--- config.mk ---
export PLATFORM = sky130hd
export DESIGN_NAME = acms_top
export DESIGN_NICKNAME = d
export VERILOG_FILES = /design/src/acms_sync.v /design/src/acms_done.v /design/src/acms_top.v
export VERILOG_INCLUDE_DIRS = /design/src
export SDC_FILE = /design/constraint.sdc
export NUM_CORES = 1
export LEC_CHECK = 0
export BUFFER_PORTS_ARGS = -buffer_cell sky130_fd_sc_hd__buf_2
export CAP_MARGIN = 20
export CORE_UTILIZATION = 45
export DETAILED_ROUTE_END_ITERATION = 12
export GPL_ROUTABILITY_DRIVEN = 0
export PLACE_DENSITY = 0.89
export SLEW_MARGIN = 20
export SYNTH_ARGS = -nofsm -noshare
export SYNTH_HDL_FRONTEND = slang
export SYNTH_SLANG_ARGS = --single-unit
--- constraint.sdc ---
create_clock -name SYS_CLK_I -period 3 [get_ports SYS_CLK_I]
set_clock_uncertainty 0.05 [all_clocks]
set_input_delay 0.3 -clock SYS_CLK_I [delete_from_list [all_inputs] [get_ports SYS_CLK_I]]
set_output_delay 0.3 -clock SYS_CLK_I [all_outputs]
set_load 0.1 [all_outputs]
--- src/acms_regs.vh ---
/*
  register indices, field positions, reset values and codes of the
  access-channel and operating-mode selector.
  assumes inclusion by acms_top.v and its leaf modules only.
*/
`ifndef ACMS_REGS_VH
`define ACMS_REGS_VH

// ----------------------------------------------------------------------------
// parameter addresses: index and subindex
// ----------------------------------------------------------------------------
`define ACMS_IDX_IO_ASSIGN        16'h001D
`define ACMS_SUB_IO_ASSIGN        8'h1F
`define ACMS_IDX_ABS_TARGET       16'h0023
`define ACMS_SUB_ABS_TARGET       8'h01
`define ACMS_IDX_CHANNEL_LOCK     16'h001D
`define ACMS_SUB_CHANNEL_LOCK     8'h1E
`define ACMS_IDX_ACTIVE_MODE      16'h001C
`define ACMS_SUB_ACTIVE_MODE      8'h03

// ----------------------------------------------------------------------------
// access codes and reset values
// ----------------------------------------------------------------------------
`define ACMS_ACC_WRITE            8'h04
`define ACMS_ACC_READ             8'h03
`define ACMS_RST_IO_ASSIGN        16'h0000
`define ACMS_RST_ABS_TARGET       32'h0000_0000
`define ACMS_RST_CHANNEL_LOCK     16'h0000

// ----------------------------------------------------------------------------
// i/o assignment setting values
// ----------------------------------------------------------------------------
`define ACMS_IO_FIELDBUS_CFG      16'h0000
`define ACMS_IO_FREE              16'h0001
`define ACMS_IO_FIXED             16'h0002

// ----------------------------------------------------------------------------
// active mode codes (5 bits) and field positions of the acknowledgement
// ----------------------------------------------------------------------------
`define ACMS_MODE_NONE            5'h00
`define ACMS_MODE_MANUAL          5'h01
`define ACMS_MODE_PTP             5'h03
`define ACMS_MODE_SPEED           5'h04
`define ACMS_MODE_GEAR            5'h05
`define ACMS_MODE_HOMING          5'h06
`define ACMS_MODE_SETUP           5'h07
`define ACMS_ACK_HOMED_BIT        5
`define ACMS_ACK_DONE_BIT         1
`define ACMS_ACK_AMP_BIT          2

// ----------------------------------------------------------------------------
// channel codes
// ----------------------------------------------------------------------------
`define ACMS_CH_NONE              2'h0
`define ACMS_CH_LOCAL             2'h1
`define ACMS_CH_SIGIO             2'h2
`define ACMS_CH_FIELDBUS          2'h3

`endif

--- src/acms_sync.v ---
/*
  two-flop level synchroniser for the remote-select input.
  assumes a level input that may change at any time.
*/
`timescale 1ns/1ns
`default_nettype none

module acms_sync
(
  input  wire clk_i,   // system clock
  input  wire rst_i,   // synchronous reset, high
  input  wire d_i,     // asynchronous level
  output reg  q_o      // synchronised level
);

  reg meta;

  // ---------------------------------------------------------------------------
  // first flop feeds only the second, so one change is seen exactly once
  // ---------------------------------------------------------------------------
  always @(posedge clk_i)
  begin
    if (rst_i)
    begin
      meta <= 1'b0;
      q_o  <= 1'b0;
    end
    else
    begin
      meta <= d_i;
      q_o  <= meta;
    end
  end

endmodule // acms_sync
`default_nettype wire

--- src/acms_done.v ---
/*
  motion-done flag: cleared on start, set on finish unless a start
  comes in the same cycle.
  assumes start and finish are one-cycle pulses.
*/
`timescale 1ns/1ns
`default_nettype none

module acms_done
(
  input  wire clk_i,          // system clock
  input  wire rst_i,          // synchronous reset, high
  input  wire start_i,        // operation start pulse
  input  wire finish_i,       // operation finish pulse
  output reg  done_o          // motion done flag
);

  // ---------------------------------------------------------------------------
  // a start wins over a finish, which suppresses the set on back-to-back ops
  // ---------------------------------------------------------------------------
  always @(posedge clk_i)
  begin
    if (rst_i)
      done_o <= 1'b1;
    else if (start_i)
      done_o <= 1'b0;
    else if (finish_i)
      done_o <= 1'b1;
  end

endmodule // acms_done
`default_nettype wire

--- src/acms_top.v ---
/*
  access-channel arbiter and operating-mode selector of a servo positioning
  controller, with fieldbus parameter access and acknowledgement.
  assumes all inputs synchronous to SYS_CLK_I except REMOTE_SELECT_I, and a
  motion core that reports completion with MOTION_FINISH_I.
*/
`timescale 1ns/1ns
`default_nettype none
`include "acms_regs.vh"

module acms_top
(
  input  wire        SYS_CLK_I,         // 125 MHz system clock
  input  wire        SRST_I,            // synchronous reset, high
  input  wire        REMOTE_SELECT_I,   // low local, high fieldbus
  // fieldbus command strobe with its fields
  input  wire        FB_CMD_VALID_I,    // one-cycle command strobe
  input  wire [7:0]  FB_ACCESS_I,       // access code byte
  input  wire [7:0]  FB_SUBINDEX_I,     // subindex byte
  input  wire [15:0] FB_INDEX_I,        // index word
  input  wire [31:0] FB_DATA_I,         // data word
  input  wire [4:0]  FB_MODE_I,         // mode of a fieldbus movement command
  input  wire        FB_MOVE_I,         // fieldbus movement command strobe
  input  wire        FB_STOP_I,         // fieldbus stop strobe
  // local hand-held unit / commissioning tool
  input  wire        LOC_MOVE_I,        // local movement command strobe
  input  wire [4:0]  LOC_MODE_I,        // requested mode
  input  wire        LOC_STOP_I,        // local stop strobe
  input  wire        LOC_WR_I,          // local parameter write strobe
  input  wire [15:0] LOC_INDEX_I,       // local write index
  input  wire [7:0]  LOC_SUBINDEX_I,    // local write subindex
  input  wire [31:0] LOC_DATA_I,        // local write data
  // discrete signal interface
  input  wire        SIG_MANUAL_I,      // manual-mode request strobe
  input  wire        SIG_STOP_I,        // stop strobe
  // motion core
  input  wire        MOTION_FINISH_I,   // operation finished pulse
  input  wire        HOMED_I,           // axis referenced
  input  wire        AMP_ON_I,          // amplifier enabled
  // outputs
  output reg         REMOTE_SELECT_ACK_O, // switched source, high fieldbus
  output reg         PIN_FB_CFG_O,      // pins carry fieldbus configuration
  output reg         PIN_FREE_IO_O,     // pins free user i/o
  output reg         PIN_FIXED_O,       // pins predefined functions
  output reg         START_O,           // operation start pulse
  output reg  [4:0]  START_MODE_O,      // mode being started
  output reg  [31:0] TARGET_O,          // absolute target for the core
  output reg         STOP_O,            // stop pulse to the core
  output reg  [4:0]  ACTIVE_MODE_O,     // active mode status
  output reg  [1:0]  OWNER_O,           // channel owning mode control
  output reg         MOTION_DONE_O,     // motion done flag
  output reg         REJECT_O,          // command refused pulse
  output reg         FB_ACK_VALID_O,    // acknowledgement strobe
  output reg  [31:0] FB_ACK_STATUS_O,   // acknowledgement status word
  output reg  [31:0] FB_ACK_DATA_O      // acknowledgement data word
);

  reg  [15:0] io_assignment_setting;
  reg  [31:0] absolute_target_position;
  reg  [15:0] channel_lock;
  reg         remote_select_ack;
  reg         busy;
  reg  [1:0]  owner;
  reg  [4:0]  active_mode_code;
  wire        remote_select;
  wire        done_flag;

  reg         next_start;
  reg  [4:0]  next_mode;
  reg  [1:0]  next_chan;
  reg         next_reject;
  reg         next_tgt_load;
  reg  [31:0] next_tgt;

  // ---------------------------------------------------------------------------
  // remote-select synchroniser and motion-done flag
  // ---------------------------------------------------------------------------
  acms_sync u_sync
  (
    .clk_i (SYS_CLK_I),
    .rst_i (SRST_I),
    .d_i   (REMOTE_SELECT_I),
    .q_o   (remote_select)
  );

  acms_done u_done
  (
    .clk_i    (SYS_CLK_I),
    .rst_i    (SRST_I),
    .start_i  (next_start),
    .finish_i (MOTION_FINISH_I),
    .done_o   (done_flag)
  );

  // ---------------------------------------------------------------------------
  // decode helpers
  // ---------------------------------------------------------------------------
  wire fixed     = (io_assignment_setting == `ACMS_IO_FIXED);
  wire fb_write  = FB_CMD_VALID_I && (FB_ACCESS_I == `ACMS_ACC_WRITE);
  wire fb_target = fb_write && (FB_INDEX_I == `ACMS_IDX_ABS_TARGET)
                   && (FB_SUBINDEX_I == `ACMS_SUB_ABS_TARGET);
  wire fb_lock   = fb_write && (FB_INDEX_I == `ACMS_IDX_CHANNEL_LOCK)
                   && (FB_SUBINDEX_I == `ACMS_SUB_CHANNEL_LOCK);
  wire loc_set   = LOC_WR_I && (LOC_INDEX_I == `ACMS_IDX_IO_ASSIGN)
                   && (LOC_SUBINDEX_I == `ACMS_SUB_IO_ASSIGN);
  wire loc_tgt   = LOC_WR_I && (LOC_INDEX_I == `ACMS_IDX_ABS_TARGET)
                   && (LOC_SUBINDEX_I == `ACMS_SUB_ABS_TARGET);
  // local tools usable unless fixed+remote, or not fixed and the fieldbus locked them out
  wire loc_ok    = fixed ? !remote_select_ack : (channel_lock[0] == 1'b0);
  wire fb_ok     = fixed ? remote_select_ack : 1'b1;
  // signal-io only in fixed local mode, and then only manual
  wire sig_ok    = fixed && !remote_select_ack;

  // ---------------------------------------------------------------------------
  // mode-start arbitration; fieldbus wins, then local, then signal-io when several arrive together
  // ---------------------------------------------------------------------------
  always @*
  begin
    next_start    = 1'b0;
    next_mode     = `ACMS_MODE_NONE;
    next_chan     = `ACMS_CH_NONE;
    next_reject   = 1'b0;
    next_tgt_load = 1'b0;
    next_tgt      = absolute_target_position;
    if (fb_target || (FB_MOVE_I && FB_MODE_I != `ACMS_MODE_SETUP))
    begin
      if (fb_ok && (!busy || owner == `ACMS_CH_FIELDBUS))
      begin
        next_start = 1'b1;
        next_chan  = `ACMS_CH_FIELDBUS;
        next_mode  = fb_target ? `ACMS_MODE_PTP : FB_MODE_I;
        if (fb_target)
        begin
          next_tgt_load = 1'b1;
          next_tgt      = FB_DATA_I;
        end
      end
      else
        next_reject = 1'b1;
    end
    else if (FB_MOVE_I)
      next_reject = 1'b1;                  // setup never over the fieldbus
    else if (LOC_MOVE_I || loc_tgt)
    begin
      if (loc_ok && (!busy || owner == `ACMS_CH_LOCAL))
      begin
        next_start = 1'b1;
        next_chan  = `ACMS_CH_LOCAL;
        next_mode  = loc_tgt ? `ACMS_MODE_PTP : LOC_MODE_I;
        if (loc_tgt)
        begin
          next_tgt_load = 1'b1;
          next_tgt      = LOC_DATA_I;
        end
      end
      else
        next_reject = 1'b1;
    end
    else if (SIG_MANUAL_I)
    begin
      if (sig_ok && (!busy || owner == `ACMS_CH_SIGIO))
      begin
        next_start = 1'b1;
        next_chan  = `ACMS_CH_SIGIO;
        next_mode  = `ACMS_MODE_MANUAL;
      end
      else
        next_reject = 1'b1;
    end
  end

  // ---------------------------------------------------------------------------
  // parameter store; the setting is only writable locally, never by fieldbus
  // ---------------------------------------------------------------------------
  always @(posedge SYS_CLK_I)
  begin
    if (SRST_I)
    begin
      io_assignment_setting    <= `ACMS_RST_IO_ASSIGN;
      absolute_target_position <= `ACMS_RST_ABS_TARGET;
      channel_lock             <= `ACMS_RST_CHANNEL_LOCK;
    end
    else
    begin
      if (loc_set && !busy)
        io_assignment_setting <= LOC_DATA_I[15:0];
      if (next_tgt_load)
        absolute_target_position <= next_tgt;
      if (fb_lock)
        channel_lock <= FB_DATA_I[15:0];
    end
  end

  // ---------------------------------------------------------------------------
  // operation ownership and deferred source switch
  // ---------------------------------------------------------------------------
  always @(posedge SYS_CLK_I)
  begin
    if (SRST_I)
    begin
      busy              <= 1'b0;
      owner             <= `ACMS_CH_NONE;
      active_mode_code  <= `ACMS_MODE_NONE;
      remote_select_ack <= 1'b0;
    end
    else
    begin
      if (next_start)
      begin
        busy             <= 1'b1;
        owner            <= next_chan;
        active_mode_code <= next_mode;
      end
      else if (MOTION_FINISH_I)
      begin
        busy  <= 1'b0;
        owner <= `ACMS_CH_NONE;
      end
      // switching mid-move would hand a running axis to a new master
      if (!busy && !next_start)
        remote_select_ack <= remote_select;
    end
  end

  // ---------------------------------------------------------------------------
  // registered outputs and fieldbus acknowledgement
  // ---------------------------------------------------------------------------
  always @(posedge SYS_CLK_I)
  begin
    if (SRST_I)
    begin
      REMOTE_SELECT_ACK_O <= 1'b0;
      PIN_FB_CFG_O        <= 1'b1;
      PIN_FREE_IO_O       <= 1'b0;
      PIN_FIXED_O         <= 1'b0;
      START_O             <= 1'b0;
      START_MODE_O        <= `ACMS_MODE_NONE;
      TARGET_O            <= `ACMS_RST_ABS_TARGET;
      STOP_O              <= 1'b0;
      ACTIVE_MODE_O       <= `ACMS_MODE_NONE;
      OWNER_O             <= `ACMS_CH_NONE;
      MOTION_DONE_O       <= 1'b1;
      REJECT_O            <= 1'b0;
      FB_ACK_VALID_O      <= 1'b0;
      FB_ACK_STATUS_O     <= 32'h0000_0000;
      FB_ACK_DATA_O       <= 32'h0000_0000;
    end
    else
    begin
      REMOTE_SELECT_ACK_O <= remote_select_ack;
      PIN_FB_CFG_O        <= (io_assignment_setting == `ACMS_IO_FIELDBUS_CFG);
      PIN_FREE_IO_O       <= (io_assignment_setting == `ACMS_IO_FREE);
      PIN_FIXED_O         <= fixed;
      START_O             <= next_start;
      START_MODE_O        <= next_mode;
      TARGET_O            <= next_tgt_load ? next_tgt : absolute_target_position;
      STOP_O              <= FB_STOP_I | LOC_STOP_I | SIG_STOP_I;
      ACTIVE_MODE_O       <= next_start ? next_mode : active_mode_code;
      OWNER_O             <= next_start ? next_chan : owner;
      MOTION_DONE_O       <= done_flag;
      REJECT_O            <= next_reject;
      FB_ACK_VALID_O      <= FB_CMD_VALID_I;
      FB_ACK_STATUS_O     <= 32'h0000_0000;
      FB_ACK_STATUS_O[`ACMS_ACK_HOMED_BIT] <= HOMED_I;
      FB_ACK_STATUS_O[4:0] <= next_start ? next_mode : active_mode_code;
      FB_ACK_STATUS_O[`ACMS_ACK_DONE_BIT + 16] <= done_flag & ~next_start;
      FB_ACK_STATUS_O[`ACMS_ACK_AMP_BIT + 16]  <= AMP_ON_I;
      FB_ACK_DATA_O       <= (FB_ACCESS_I == `ACMS_ACC_READ) ?
                             absolute_target_position : 32'h0000_0000;
    end
  end

endmodule // acms_top
`default_nettype wire

==> results.json, run 1 <==
{
  "hold_violations": 0,
  "cts-root-buf": "clkbuf_8",
  "grt_use_met3_pct": 4.21,
  "fmaxAchievable_mhz": 374,
  "layout_common_cells": "buf_2 (235), dfxtp_1 (112), mux2i_1 (49), and2_1 (34), nor3_1 (34)",
  "seq_area_frac_synth_pct": 46.5,
  "startpoint_type": "flip-flop",
  "grt_first_pass_wirelength_um": 19900,
  "drive_above_1_share_pct": 44.4,
  "cts_inserted_buffers": 9,
  "totalWireLength_um": 13000,
  "final_area_um2": 6200,
  "avgRoutedWirePerCell_um": 15.7,
  "globalRouteTotalUtil_pct": 22.9,
  "coreArea_um2": 10400,
  "drv_slew": 0,
  "critical_path_class": "flip-flop to flip-flop",
  "peakVddDrop_mv": 0.303,
  "post_cts_buffers": 0,
  "setup_tns_ns": 0,
  "synth_cells": 463,
  "clock_sinks": 112,
  "use_met1_pct": 24.6,
  "period_share_pct": 89.2,
  "fillers": 898,
  "port_buffers": 236,
  "hold_depth": 2,
  "min_path_type": "input port to flip-flop",
  "slew_headroom_pct": 61.8,
  "cp.required_ns": 3.23,
  "ys.flop_type": "dfxtp_1",
  "die_h_um": 106,
  "tightest_slew_ns": 0.572,
  "final_antenna_net_count": 0,
  "crit_arrival_ns": 2.91,
  "syn_to_final_growth_pct": 28.7,
  "yosysWarnings": 0,
  "clk_pin_slew_worst_paths_ns": 0.11,
  "clk_path_buf_depth": 2,
  "h-tree-depth": 3,
  "cap_violations": 0,
  "cts_hold_buf": 0,
  "rsz0062_at_grt": "false",
  "ys_seq_elements": 112,
  "busiest_layer": "met2",
  "synth-edff-count": 0,
  "drtIter0Drc": 211,
  "yosys.cell_types.count": 56,
  "initial_utilization_pct": 46.5,
  "p_per_area_nw_per_um2": 494,
  "dpl.hpwl_um": 10100,
  "place_area_um2": 6000,
  "die_area_um2": 11100,
  "pre_cts_slack_ns": 0.0982,
  "insertion_delay_ns": 0.37,
  "layout.nets": 830,
  "grt-ovfl-total": 0,
  "vias_per_cell": 5.11,
  "status": "finished clean",
  "use_met2_pct": 43.7,
  "vias": 4229,
  "first_global_vias": 4161,
  "p_leak_uw": 0.00288,
  "finalPower_uw": 3060,
  "crit_path_end_kind": "flip-flop",
  "ioPinCount": 261,
  "antenna_found_initial": 1,
  "finalWorstSetupSlack_ns": 0.323,
  "final-seq-area_um2": 2240,
  "path_max_fanout": 28,
  "grt_max_degree": 44,
  "dr.pass1.iters": 4,
  "whs_ns": 0.0856,
  "syn_avg_cell_area_um2": 10.4,
  "final_common_cell": "buf_2",
  "min_period_ns": 2.68,
  "postSynth.asyncResetShare_pct": 0,
  "syn_area_um2": 4820,
  "multi_input_area_um2": 2290,
  "cts_resized": 0,
  "finalSetupViolCount": 0,
  "cts_tree": "yes",
  "drc": 0,
  "fp-row-count": 37,
  "die_w_um": 106,
  "ff2ff_path_depth": 7
}
-- cells in the mapped netlist (3+ instances only) --
cell type  number  area [µm²]
a211oi_2       30         375
a21oi_1         5        25.0
a22o_1          3        26.3
a31oi_1         4        25.0
and2_1         34         213
buf_2           6        30.0
buf_4          31         233
buf_6           5        56.3
clkbuf_1       13        48.8
dfxtp_1       112        2240
inv_1           4        15.0
mux2i_1        49         490
nand2_1        10        37.5
nand2b_1        3        18.8
nand3_1         4        20.0
nand4_1         5        31.3
nand4b_1        4        35.0
nor2_1         31         116
nor2b_1         7        43.8
nor3_1         35         175
nor3b_1         3        22.5
nor4_1          8        50.1
nor4b_1         8        70.1
o211ai_1        3        22.5
o21ai_0         4        20.0
o21bai_1        4        30.0
or4_1           3        22.5
-- logic make-up after synthesis --
group           synth area share (%)
mux                             10.9
other cells                   0.0778
simple gates                    20.6
buf+inv                         8.41
flops                           46.5
compound gates                  13.5
-- flip-flops by register name, indices dropped and copies added, names as in the netlist, 2 cells and up --
name / count
FB_ACK_DATA_O: 32
owner: 2
START_MODE_O: 5
OWNER_O: 2
FB_ACK_STATUS_O: 4
TARGET_O: 32
io_assignment_setting: 16
ACTIVE_MODE_O: 4
-- report_power, final --
group          leakage (µW)  switching, µW  internal [µW]
registers          0.000908           13.4           1510
logic               0.00187            472            147
clock network      0.000100            502            416
-- final cells by class --
| cell class | instances | area share (%) |
|---|---|---|
| diodes | 1 | 0.0403 |
| clock buffers | 11 | 2.28 |
| clock inverters | 5 | 1.03 |
| inverters | 4 | 0.242 |
| multi-input cells | 312 | 36.9 |
| flip-flops and latches | 112 | 36.1 |
| well taps | 136 | 2.74 |
| repair buffers | 247 | 20.6 |
-- metrics by stage --
stage | instances | utilization [%]
global route | 828 | 59.8
detailed placement | 811 | 57.8
CTS | 827 | 59.8
floorplan | 486 | -
global placement | 811 | 57.8
finish | 828 | 59.8
-- critical path, stage by stage (launching register included) --
cell	delay, ns
dfxtp_1	0.33
nor4_1	0.46
nand4_1	0.34
mux2i_2	0.48
nor4b_4	0.08
or2_2	0.39
buf_12	0.21
a211oi_2	0.22
-- worst paths after layout --
path                             startpoint                   to  slack [ns]
hold reg to reg                 u_sync.meta           u_sync.q_o        0.41
setup / recovery  io_assignment_setting[12]         TARGET_O[24]        0.32
hold / removal                     AMP_ON_I  FB_ACK_STATUS_O[18]        0.09
setup reg to reg  io_assignment_setting[12]         TARGET_O[24]        0.32
-- routing by layer --
metal | routed length [µm] | part of all wire [%]
met1 | 5110 | 39
met2 | 6840 | 53
met3 | 772 | 5.9
met4 | 255 | 2.0
met5 | 0 | 0
No activity file was read; power rests on OpenSTA's default activity.
==> run 2: changes to the inputs <==
Settings changed: BUFFER_PORTS_ARGS -buffer_cell sky130_fd_sc_hd__buf_2 to -buffer_cell sky130_fd_sc_hd__buf_4.
==> results.json, run 2 (synthesis results as in run 1) <==
{
  "status": "finished clean",
  "die_w_um": 106,
  "min_period_ns": 2.60,
  "critical_path_class": "flip-flop to flip-flop",
  "clkPwrFrac_pct": 30.2,
  "place_inst": 811,
  "stdcell_count": 827,
  "final_common_cell": "buf_4",
  "antenna_found_initial": 0,
  "use_met2_pct": 45.6,
  "finalWorstSetupSlack_ns": 0.395,
  "peakVddDrop_mv": 0.261,
  "first_global_vias": 4185,
  "cts_inserted_buffers": 9,
  "pre_cts_slack_ns": 0.0892,
  "port_buffers": 236,
  "grt-ovfl-total": 0,
  "vias": 4199,
  "syn_to_final_growth_pct": 41.2,
  "rsz0062_at_grt": "false",
  "ioPinCount": 261,
  "p_per_area_nw_per_um2": 466,
  "layout.nets": 830,
  "cts_hold_buf": 0,
  "multi_input_area_um2": 2290,
  "whs_ns": 0.0679,
  "reg_top3": "FB_ACK_DATA_O (32), TARGET_O (32), io_assignment_setting (16)",
  "initial_utilization_pct": 46.5,
  "totalWireLength_um": 13200,
  "final-seq-area_um2": 2240,
  "insertion_delay_ns": 0.39,
  "crit_path_end_kind": "flip-flop",
  "dr.pass1.iters": 4,
  "cp_cell_sequence": "nor4_1 -> nand4_1 -> mux2i_2 -> nor4b_4 -> or2_2 -> buf_12 -> a211oi_2",
  "cap_violations": 0,
  "post_cts_buffers": 0,
  "power.share.sequential_pct": 48.2,
  "final_antenna_net_count": 0,
  "vias_per_cell": 5.08,
  "cts-root-buf": "clkbuf_8",
  "dpl.hpwl_um": 10200,
  "clk_path_buf_depth": 2,
  "cp.required_ns": 3.24,
  "power.switching_uw": 1040,
  "period_share_pct": 86.8,
  "hold_violations": 0,
  "clk_pin_slew_worst_paths_ns": 0.12,
  "fp-row-count": 37,
  "h-tree-depth": 3,
  "setup_tns_ns": 0,
  "startpoint_type": "flip-flop",
  "grt_first_pass_wirelength_um": 20500,
  "avgRoutedWirePerCell_um": 15.9,
  "switching_share_pct": 32.7,
  "die_area_um2": 11100,
  "die_h_um": 106,
  "globalRouteTotalUtil_pct": 23.5,
  "use_met1_pct": 25.4,
  "p_int_uw": 2130,
  "slew_headroom_pct": 64.0,
  "crit_arrival_ns": 2.85,
  "path_max_fanout": 28,
  "cts_resized": 0,
  "finalSetupViolCount": 0,
  "grt_max_degree": 47,
  "coreArea_um2": 10400,
  "crit_slowest_cell": "nor4_1",
  "clock_sinks": 112,
  "slowest_delay_ns": 0.50,
  "layout_common_cells": "buf_4 (245), dfxtp_1 (112), mux2i_1 (49), and2_1 (34), nor3_1 (34)",
  "fmaxAchievable_mhz": 384,
  "antenna_cells": 0,
  "busiest_layer": "met2",
  "p_leak_uw": 0.00301,
  "grt_use_met3_pct": 3.77,
  "fillers": 827,
  "drv_slew": 0,
  "drc": 0,
  "combPwrFrac_pct": 21.5,
  "drive_above_1_share_pct": 44.6,
  "tightest_slew_ns": 0.534,
  "min_path_type": "input port to flip-flop",
  "drtIter0Drc": 116,
  "cts_tree": "yes"
}
run 2: worst max-delay path, delay by kind of cell (launching register included):
kind / cells / cell delay (ns)
AOI/OAI and AO/OA: 1 / 0.21
buffers and inverters: 1 / 0.21
DFF: 1 / 0.33
muxes: 1 / 0.43
and+or+nand+nor: 4 / 1.28
run 2: cell type report:
class	instances	area share, %
clock buffer	9	1.82
clock inverter	7	1.27
timing repair buffer	247	27.6
tap	136	2.50
inverter	4	0.221
sequential	112	32.9
multi-input combinational	312	33.7
run 2: final timing paths:
path	startpoint	to	slack [ns]	depth (start not counted)
worst max-delay path	io_assignment_setting[12]	TARGET_O[23]	0.40	7
worst min-delay path	SIG_STOP_I	STOP_O	0.07	3
worst max register to register	io_assignment_setting[12]	TARGET_O[23]	0.40	7
worst min register to register	u_sync.meta	u_sync.q_o	0.40	1
run 2: power by group through the flow:
stage | Combinational [µW] | Sequential [µW] | Clock, µW
after floorplan | 340 | 1710 | 0
after global placement | 676 | 1560 | 0
after detailed placement | 684 | 1560 | 0
after CTS | 685 | 1530 | 975
after global routing | 713 | 1530 | 1040
final | 683 | 1530 | 959
run 2: stage by stage:
stage / cell area, µm² / util (%) / power [µW]
2_1_floorplan: 4910 / - / 2050
3_3_place_gp: 6600 / 63.6 / 2240
3_5_place_dp: 6600 / 63.6 / 2250
4_1_cts: 6810 / 65.6 / 3190
5_1_grt: 6810 / 65.6 / 3280
6_report: 6810 / 65.6 / 3170
run 2: routing by layer:
metal / routed length, µm / up-vias / part of all wire, %
met5: 0 / - / 0
met4: 246 / 0 / 1.9
met3: 766 / 19 / 5.8
met2: 7020 / 179 / 53
met1: 5150 / 1949 / 39
li1: - / 2052 / -
==> run 3: changes to the inputs <==
Settings changed: CORE_ASPECT_RATIO from default to 1.4.
==> results.json, run 3 (synthesis results as in run 1) <==
{
  "clock_sinks": 112,
  "final_common_cell": "buf_4",
  "first_global_vias": 4304,
  "fmaxAchievable_mhz": 394,
  "startpoint_type": "flip-flop",
  "layout.nets": 829,
  "crit_family": "simple AND/OR/NAND/NOR gates",
  "final_antenna_net_count": 0,
  "cts_tree": "yes",
  "cts_inserted_buffers": 9,
  "drv_slew": 0,
  "insertion_delay_ns": 0.34,
  "crit_buf_inv": 0,
  "die_h_um": 124,
  "crit_path_end_kind": "flip-flop",
  "crit_slowest_cell": "or4_1",
  "antenna_cells": 0,
  "clk_pin_slew_worst_paths_ns": 0.07,
  "hold_violations": 0,
  "timing.reg2reg.setup_slack_ns": 0.46,
  "avgRoutedWirePerCell_um": 16.3,
  "pre_cts_slack_ns": 0.146,
  "min_period_ns": 2.54,
  "slowest_delay_ns": 0.56,
  "period_share_pct": 84.6,
  "min_path_type": "input port to flip-flop",
  "cts-root-buf": "clkbuf_16",
  "p_leak_uw": 0.00304,
  "reg_top3": "FB_ACK_DATA_O (32), TARGET_O (32), io_assignment_setting (16)",
  "syn_to_final_growth_pct": 42.3,
  "endpoint": "remote_select_ack",
  "clk_path_buf_depth": 2,
  "path_max_fanout": 4,
  "final_area_um2": 6860,
  "tightest_slew_ns": 0.809,
  "port_buffers": 236,
  "critPathLaunch": "io_assignment_setting[8]",
  "critical_path_class": "flip-flop to flip-flop",
  "dpl.hpwl_um": 10600,
  "use_met2_pct": 46.0,
  "worstSetupPathDepth": 6,
  "vias": 4295,
  "h-tree-depth": 3,
  "use_met1_pct": 23.0,
  "drive_above_1_share_pct": 44.3,
  "crit_arrival_ns": 2.72,
  "globalRouteTotalUtil_pct": 24.0,
  "finalWorstSetupSlack_ns": 0.462,
  "r2r-end": "remote_select_ack",
  "peakVddDrop_mv": 0.389,
  "grt-ovfl-total": 0,
  "post_cts_buffers": 0,
  "totalWireLength_um": 13500,
  "cap_violations": 0,
  "setup_tns_ns": 0,
  "initial_utilization_pct": 46.3,
  "ioPinCount": 261,
  "stdcell_count": 827,
  "slew_headroom_pct": 46.1,
  "finalSetupViolCount": 0,
  "antenna_found_initial": 0,
  "place_area_um2": 6570,
  "die_area_um2": 11100,
  "status": "finished clean",
  "fp-row-count": 44,
  "busiest_layer": "met2",
  "cts_resized": 0,
  "rsz0062_at_grt": "false",
  "drtIter0Drc": 121,
  "cp_cell_sequence": "or4_1 -> nor3b_1 -> nand4_1 -> mux2_2 -> o211ai_1 -> mux2_1",
  "grt_use_met3_pct": 5.70,
  "drc": 0,
  "cts_hold_buf": 0,
  "grt_first_pass_wirelength_um": 20200,
  "layout_common_cells": "buf_4 (246), dfxtp_1 (112), mux2i_1 (49), and2_1 (34), nor3_1 (34)",
  "place_inst": 812,
  "die_w_um": 89.5,
  "grt_max_degree": 60,
  "coreArea_um2": 10400,
  "p_per_area_nw_per_um2": 496,
  "r2r-start": "io_assignment_setting[8]",
  "fillers": 800,
  "dr.pass1.iters": 4,
  "cp.required_ns": 3.18,
  "ff2ff_path_depth": 6,
  "vias_per_cell": 5.19,
  "finalPower_uw": 3410
}
## run 3: worst min path at each step
stage | to | slack (ns) | from | cells after the start
after floorplan | u_sync.q_o | 0.36 | u_sync.meta | 1
after global placement | u_sync.q_o | 0.39 | u_sync.meta | 1
after detailed placement | u_sync.q_o | 0.40 | u_sync.meta | 1
after CTS | u_sync.meta | 0.11 | REMOTE_SELECT_I | 2
after global routing | u_sync.meta | 0.11 | REMOTE_SELECT_I | 2
final | FB_ACK_STATUS_O[5] | 0.12 | HOMED_I | 2
## run 3: metrics by stage
stage / util (%) / hold WS [ns]
floorplan: - / 0.364
global placement: 63.1 / 0.391
detailed placement: 63.1 / 0.398
CTS: 66.0 / 0.112
global route: 66.0 / 0.112
finish: 66.0 / 0.119
## run 3: report_power, final
part           switching [µW]  total (µW)  internal, µW
combinational             470         682           213
sequential               16.1        1530          1510
clock                     524        1200           671
## run 3: worst reg2reg max path: stages (launching register included)
cell and delay (ns):
dfxtp_1 0.33, or4_1 0.56, nor3b_1 0.30, nand4_1 0.20
mux2_2 0.36, o211ai_1 0.27, mux2_1 0.36
## run 3: metal layers
metal  wire (µm)  vias to the layer above
met4         466                        0
met2        7450                      211
met5           0                        -
met3         855                       40
li1            -                     2047
met1        4680                     1997
## run 3: area by class of cell
class	instances	area, µm²	share of cell area [%]
Inverter	4	15.0	0.219
Tap cell	138	173	2.52
Clock buffer	11	243	3.54
Clock inverter	4	52.6	0.766
Timing Repair Buffer	246	1850	26.9
Multi-Input combinational cell	312	2290	33.4
Sequential cell	112	2240	32.7
